==> src/rtl/wk_pkg.sv <==
package wk_pkg;

    // Register bus widths
    localparam int ADDR_W = 8;
    localparam int DATA_W = 8;

    // Wake enable registers, held through every reset but standby power-on
    localparam logic [ADDR_W-1:0] OFS_P1_EN = 8'h0B;
    localparam logic [ADDR_W-1:0] OFS_P2_EN = 8'h0C;
    localparam logic [ADDR_W-1:0] OFS_MIX_EN = 8'h0D;

    // Latched wake status registers, write one to clear
    localparam logic [ADDR_W-1:0] OFS_P1_ST = 8'h20;
    localparam logic [ADDR_W-1:0] OFS_P2_ST = 8'h21;
    localparam logic [ADDR_W-1:0] OFS_MIX_ST = 8'h22;

    // Wake control register holding the master enable
    localparam logic [ADDR_W-1:0] OFS_CTRL = 8'h23;
    localparam int MASTER_BIT = 0;

    // Reset values
    localparam logic [DATA_W-1:0] EN_RST = 8'h00;
    localparam logic [DATA_W-1:0] ST_RST = 8'h00;
    localparam logic CTRL_RST = 1'h0;
    localparam logic [DATA_W-1:0] RD_IDLE = 8'h00;
    localparam logic OUT_IDLE_N = 1'h1;

    // One byte per source group, port 1 in the low byte
    typedef struct packed {
        logic [DATA_W-1:0] mixed;
        logic [DATA_W-1:0] port2;
        logic [DATA_W-1:0] port1;
    } wk_src_s;

    // One register bus request
    typedef struct packed {
        logic [ADDR_W-1:0] addr;
        logic [DATA_W-1:0] wdata;
        logic wr;
        logic rd;
    } wk_bus_s;

    // Write-one-to-clear update where a new event wins over the clear
    function automatic logic [DATA_W-1:0] wk_w1c(
        input logic [DATA_W-1:0] cur,
        input logic [DATA_W-1:0] clr,
        input logic [DATA_W-1:0] set
    );
        return (cur & ~clr) | set;
    endfunction : wk_w1c

endpackage : wk_pkg

==> src/rtl/wk_gpio_wake.sv <==
// The implementer's own choice: the strobed register port.
`timescale 1ns/100ps
// Notes on behaviour
// - A source wakes only with its enable, its status and the master at 1.
// - A disabled source still latches status but never drives the output.
// - Enables clear only on standby power-on reset and survive all others.
// - Enable register 0B bits 0 to 7 gate port 1 pins 0 to 7.
// - Enable register 0C bits 0 to 7 gate port 2 pins 0 to 7.
// - 0D bits gate port 3 pins 0-3, port 4 pins 1 and 3, port 6 pins 0, 1.
// - A status bit clears on a written 1, not a 0; software clears it.
// - A status bit is set by its source event whatever the enables say.
module wk_gpio_wake (
    // Clock and standby power-on reset
    input wire logic core_clk_i,
    input wire logic nrst_i,
    // Register port
    input wire wk_pkg::wk_bus_s bus_i,
    output logic [wk_pkg::DATA_W-1:0] rd_data_o,
    // Wake sources and latched status
    input wire wk_pkg::wk_src_s wake_evt_i,
    output wk_pkg::wk_src_s wake_status_o,
    output logic wake_master_enable_o,
    // Power management event to the chipset
    output logic wake_event_out_n_o
);
    import wk_pkg::*;

    wk_src_s en_reg;
    wk_src_s en_next;
    wk_src_s st_reg;
    wk_src_s st_next;
    logic master_reg;
    logic master_next;
    logic [DATA_W-1:0] rd_reg;
    logic [DATA_W-1:0] rd_next;
    logic out_n_reg;
    logic out_n_next;

    // Address decode
    wire hit_p1_en = bus_i.addr == OFS_P1_EN;
    wire hit_p2_en = bus_i.addr == OFS_P2_EN;
    wire hit_mix_en = bus_i.addr == OFS_MIX_EN;
    wire hit_p1_st = bus_i.addr == OFS_P1_ST;
    wire hit_p2_st = bus_i.addr == OFS_P2_ST;
    wire hit_mix_st = bus_i.addr == OFS_MIX_ST;
    wire hit_ctrl = bus_i.addr == OFS_CTRL;

    // Write strobes per register
    wire wr_p1_en = bus_i.wr & hit_p1_en;
    wire wr_p2_en = bus_i.wr & hit_p2_en;
    wire wr_mix_en = bus_i.wr & hit_mix_en;
    wire wr_p1_st = bus_i.wr & hit_p1_st;
    wire wr_p2_st = bus_i.wr & hit_p2_st;
    wire wr_mix_st = bus_i.wr & hit_mix_st;
    wire wr_ctrl = bus_i.wr & hit_ctrl;

    // Clear masks taken from written ones
    // A clear never wins over an event in the same cycle
    wire [DATA_W-1:0] clr_p1 = wr_p1_st ? bus_i.wdata : ST_RST;
    wire [DATA_W-1:0] clr_p2 = wr_p2_st ? bus_i.wdata : ST_RST;
    wire [DATA_W-1:0] clr_mix = wr_mix_st ? bus_i.wdata : ST_RST;

    // Enable registers load only on their own write
    assign en_next.port1 = wr_p1_en ? bus_i.wdata : en_reg.port1;
    assign en_next.port2 = wr_p2_en ? bus_i.wdata : en_reg.port2;
    assign en_next.mixed = wr_mix_en ? bus_i.wdata : en_reg.mixed;
    assign master_next = wr_ctrl ? bus_i.wdata[MASTER_BIT] : master_reg;

    // Status latches every event, ignoring enables; set beats clear
    assign st_next.port1 = wk_w1c(st_reg.port1, clr_p1,
        wake_evt_i.port1);
    assign st_next.port2 = wk_w1c(st_reg.port2, clr_p2,
        wake_evt_i.port2);
    assign st_next.mixed = wk_w1c(st_reg.mixed, clr_mix,
        wake_evt_i.mixed);

    // Gating of latched status onto the wake output
    wire [3*DATA_W-1:0] wake_terms = st_reg & en_reg;
    wire wake_any = master_reg & (|wake_terms);
    assign out_n_next = ~wake_any;

    // Read selection, unmapped addresses read zero
    // Read data is one cycle wide so a stale byte is never seen twice
    wire [DATA_W-1:0] ctrl_view = {{(DATA_W-1){1'h0}}, master_reg};
    wire [DATA_W-1:0] rd_sel =
        hit_p1_en ? en_reg.port1 :
        hit_p2_en ? en_reg.port2 :
        hit_mix_en ? en_reg.mixed :
        hit_p1_st ? st_reg.port1 :
        hit_p2_st ? st_reg.port2 :
        hit_mix_st ? st_reg.mixed :
        hit_ctrl ? ctrl_view : RD_IDLE;
    assign rd_next = bus_i.rd ? rd_sel : RD_IDLE;

    // Enable and control registers; only standby power-on clears them
    // Main-power, soft and host bus resets never reach this block
    always_ff @(posedge core_clk_i or negedge nrst_i) begin
        if (!nrst_i) begin
            en_reg <= {EN_RST, EN_RST, EN_RST};
            master_reg <= CTRL_RST;
        end else begin
            en_reg <= en_next;
            master_reg <= master_next;
        end
    end

    // Status latches
    // Status also survives every reset but standby power-on
    always_ff @(posedge core_clk_i or negedge nrst_i) begin
        if (!nrst_i) begin
            st_reg <= {ST_RST, ST_RST, ST_RST};
        end else begin
            st_reg <= st_next;
        end
    end

    // Read data and wake output flops
    // A flop on the line keeps gating glitches off the chipset input
    always_ff @(posedge core_clk_i or negedge nrst_i) begin
        if (!nrst_i) begin
            rd_reg <= RD_IDLE;
            out_n_reg <= OUT_IDLE_N;
        end else begin
            rd_reg <= rd_next;
            out_n_reg <= out_n_next;
        end
    end

    // Outputs
    assign rd_data_o = rd_reg;
    assign wake_status_o = st_reg;
    assign wake_master_enable_o = master_reg;
    assign wake_event_out_n_o = out_n_reg;

    // Checks sleep while standby reset holds the block

    // Helper terms for the checks
    wire [3*DATA_W-1:0] evt_vec = wake_evt_i;
    wire [3*DATA_W-1:0] en_vec = en_reg;
    wire [3*DATA_W-1:0] st_vec = st_reg;
    wire en_write = wr_p1_en | wr_p2_en | wr_mix_en;
endmodule : wk_gpio_wake

==> config.mk <==
export PLATFORM = sky130hd
export DESIGN_NAME = wk_gpio_wake
export DESIGN_NICKNAME = d
export VERILOG_FILES = /design/src/rtl/wk_pkg.sv /design/src/rtl/wk_gpio_wake.sv
export SDC_FILE = /design/constraint.sdc
export NUM_CORES = 1
export LEC_CHECK = 0
export BUFFER_PORTS_ARGS = -buffer_cell sky130_fd_sc_hd__buf_2
export CORE_MARGIN = 1.5
export CORE_UTILIZATION = 40
export CTS_CLUSTER_DIAMETER = 60
export DETAILED_ROUTE_END_ITERATION = 16
export HOLD_SLACK_MARGIN = 0.02
export SYNTH_ARGS = -nofsm -noshare
export SYNTH_HDL_FRONTEND = slang
export SYNTH_SLANG_ARGS = --single-unit
==> constraint.sdc <==
create_clock -name core_clk_i -period 1.5 [get_ports core_clk_i]
set_clock_uncertainty 0.05 [all_clocks]
set_input_delay 0.225 -clock core_clk_i [delete_from_list [all_inputs] [get_ports core_clk_i]]
set_output_delay 0.225 -clock core_clk_i [all_outputs]
set_load 0.01 [all_outputs]
* Yosys cells after proc, flatten, opt, wreduce, memory -nomap -nowiden *
Index checks and enable logic that the tools add are counted.

storage, ports and cells
  flip-flop bits (word level) = 58
  input bits = 44
  output and inout bits = 34
  logic and storage cells = 47

operators by class
  equal/unequal tests = 7
  mux-type cells = 11
  bitwise gates (word level) = 19
  reductions and logical operators = 1

operator list
  operator                                              count
  2-to-1 mux 8 bit                                      10
  equality test 8 x 6 -> 1 bit (second input constant)  4
  AND 24 bit                                            1
  AND 8 bit                                             3
  equality test 8 x 4 -> 1 bit (second input constant)  3
  NOT 8 bit                                             3
  bitwise OR 8 bit                                      3
  OR reduction 24 bit                                   1
  AND 1 bit                                             8
  2-to-1 mux 1 bit                                      1
  NOT 1 bit                                             1

* Depth between registers and ports, before layout *
  depth in word-level cells = 9
  mapped depth = 6
  mapped depth without buffers = 4

* Worst setup path before layout *
OpenSTA, ideal clock, no wires.

  kind = in2reg
  start = in bus_i[14] in the netlist's numbering
  end = reg master_reg, in the netlist wake_master_enable_o
  library setup time = 0.128 ns
  arrival time = 1.574 ns
  data required time = 1.322 ns
  setup slack = -0.252 ns
  stages on the path = 6
  buffers on the path = 2
  cell sequence = or3_1 -> buf_2 -> or2_1 -> buf_6 -> nor3_4 -> mux2_1

on the way
  longest elaborated chain between the ends = 2

ends and longest elaborated chain
  what                          line                 RTL
  from (decl)                   wk_gpio_wake.sv:17   input wire wk_pkg::wk_bus_s bus_i,
  equality test 8 x 6 -> 1 bit  wk_gpio_wake.sv:46   wire hit_ctrl = bus_i.addr == OFS_CTRL;
  AND 1 bit                     wk_gpio_wake.sv:55   wire wr_ctrl = bus_i.wr & hit_ctrl;
  to (signal assigned)          wk_gpio_wake.sv:103  master_reg <= master_next;
  to (decl)                     wk_gpio_wake.sv:32   logic master_reg;

No other way between the ends.
A chain may end at the register's enable or synchronous reset.

==> flow_summary.json <==
{
  "syn_nets": 303,
  "status": "complete, no violations",
  "cts_tree": "yes",
  "setup_viol": 0,
  "worstPathRequired_ns": 1.68,
  "period_share": 0.9552,
  "antenna_found_initial": 0,
  "cp.depth": 7,
  "cts.htree.levels": 3,
  "grt_pass1_vias": 2651,
  "numPortBuffers": 77,
  "critical_path_arrival_ns": 1.61,
  "mostFrequentLayoutCell": "buf_2",
  "grt_pass1_wl_um": 13980,
  "hp-class": "in2reg",
  "clk_pin_slew_ns": 0.06,
  "rsz0062_at_grt": "false",
  "yosys.area.top_type": "dfrtp_1",
  "pre_cts_ws_ns": -0.3406,
  "synth_top_family_by_area": "compound AO/OA/AOI/OAI gates",
  "crit_top_cell": "buf_4",
  "wl_met1_um": 3988,
  "netlist_instances": 259,
  "fin_crit_ns": 1.433,
  "synthToLayoutAreaGrowth_pct": 42.82,
  "firstDrtPassIters": 9,
  "synth_xor_area_frac": 0,
  "path_cells": "buf_2 > or3b_4 > buf_4 > nor4b_4 > buf_4 > nand2_1 > a21o_1",
  "hold_viol_final": 0,
  "rows": 30,
  "grt_max_degree": 27,
  "max_stage_delay_ns": 0.43,
  "die_h_um": 88.30,
  "grt_overflow": 0,
  "synth-seq-area-share": 0.4991,
  "fin_setup_tns_ns": 0,
  "synthMuxAreaShare": 0.1281,
  "num_vias": 2772,
  "worstMarginPinSlew_ns": 0.4675,
  "ant_nets": 0,
  "cts_made_buffers": 9,
  "drt_iter0_drc": 220,
  "hold_path_depth": 2,
  "yosys.area_share.adder": 0,
  "grtUsageTotal": 0.2458,
  "wl_met2_um": 4494,
  "clockBufferDepth": 2,
  "post_drt_wl_per_cell_um": 18.39,
  "drc": 0,
  "synth_top_area_frac": 0.4901,
  "whs_ns": 0.1546,
  "start_util": 0.4214,
  "die_x_um": 88.30,
  "core_area_mm2": 0.006907,
  "crit_path_end_kind": "flop",
  "cts_root_buf": "clkbuf_8",
  "fmax_ghz": 0.6979,
  "setup_slack_ns": 0.06718,
  "yosys.area_share.simple": 0.1397,
  "ys_ff_latch": 58,
  "most-common-layout-cells": "77 x buf_2, 57 x dfrtp_1, 38 x buf_4, 26 x nand2_1",
  "avgSynthCellArea_um2": 11.24,
  "ys_types": 35,
  "critPathBufInv": 3,
  "gp_congestion": 0.9077,
  "ys_top_cells_by_area": "dfrtp_1 49%, mux2_2 9.7%, a21o_1 6.2%",
  "max_slew_margin": 0.6883,
  "clk_latency_ns": 0.34,
  "cp_max_fo": 4,
  "viasPerCell": 5.544,
  "crit_family": "simple AND/OR/NAND/NOR gates",
  "top_layer": "met4",
  "cp-start-kind": "input port",
  "synth_compound_area_frac": 0.2055,
  "fin_util": 0.6018,
  "slew_violations": 0,
  "leakagePower_nw": 1.830,
  "dieArea_mm2": 0.007796,
  "ios": 78,
  "cp_slowest_cell": "or3b_4",
  "met3_length_um": 596,
  "place_hpwl_um": 6583,
  "path_class": "in2reg",
  "rr_worst_depth": 4,
  "p_per_area_mw_per_mm2": 828.6,
  "netlist_area_mm2": 0.002910,
  "nets": 444,
  "cts.sinks": 58,
  "yosysWarnings": 0,
  "peakVddDrop_uv": 694.7,
  "drive_above_1_share": 0.4257,
  "drv_cap": 0,
  "finalWirelength_um": 9196,
  "num_antenna_cells": 0
}
==> cell usage after synthesis (all sizes together) <==
cell type	n
nand4	5
a22oi	20
o221a	8
nand3	10
a21oi	24
or3	1
nor2	9
mux2	26
or2	1
clkbuf	5
o22ai	8
and3b	1
nand3b	1
nor3	2
mux2i	8
inv	1
o31ai	1
nor3b	1
or3b	1
nand2	26
nor2b	4
buf	9
and2	1
a21o	24
dfstp	1
nor4b	4
dfrtp	57
==> per-stage QoR <==
stage	total power [mW]	cells	area (um^2)
2_1_floorplan	1.833	259	2922
3_5_place_dp	2.047	460	3709
4_1_cts	3.454	500	4149
6_report	3.444	500	4156
3_3_place_gp	2.042	460	3709
5_1_grt	3.559	500	4156
==> cells by family after synthesis <==
logic type / Yosys count
flops: 58
buf+inv: 15
simple gates: 67
compound gates: 85
mux: 34
==> area by class of cell <==
cell class	count	area (um^2)
clock buffer	14	182.7
clock inverter	1	7.507
fill	626	2750
inverter	1	3.754
multi-input combinational	186	1389
sequential	58	1453
tap	96	120.1
timing repair buffer	144	1001
==> per-layer routing <==
| layer | up-vias | global-route usage |
|---|---|---|
| met1 | 1380 | 0.3281 |
| met3 | 13 | 0.05597 |
| met2 | 119 | 0.3990 |
| met5 | - | 0 |
| met4 | 0 | 0.07955 |
| li1 | 1260 | - |
==> worst register-to-register path, stage by stage (launching register included) <==
cell,delay (ns)
dfrtp_1,0.38
buf_4,0.15
a22oi_1,0.20
nand4_1,0.16
o31ai_1,0.35
==> final timing paths <==
path / endpoint / slack, ns / startpoint
max in group asynchronous: wake_status_o[10] / 0.59 / nrst_i
min reg2reg: en_reg[4] / 0.49 / en_reg[4]
min: en_reg[18] / 0.15 / bus_i[4]
min in group asynchronous: rd_data_o[1] / 0.32 / nrst_i
max: wake_status_o[21] / 0.07 / bus_i[12]
max reg2reg: wake_event_out_n_o / 0.10 / wake_status_o[16]
==> where the power goes <==
| group | switching (mW) | internal [mW] |
|---|---|---|
| clock | 0.595 | 0.772 |
| combinational | 0.218 | 0.226 |
| sequential | 0.0322 | 1.60 |
| total | 0.844 | 2.60 |
==> what timing repair did <==
item,4_1_cts,5_1_grt
gates resized for setup,0,2
endpoints found under the hold margin,39,0
setup endpoints to repair,0,27
hold buffers,25,0
setup buffers,0,0
Power figures use the tool's default switching activity.
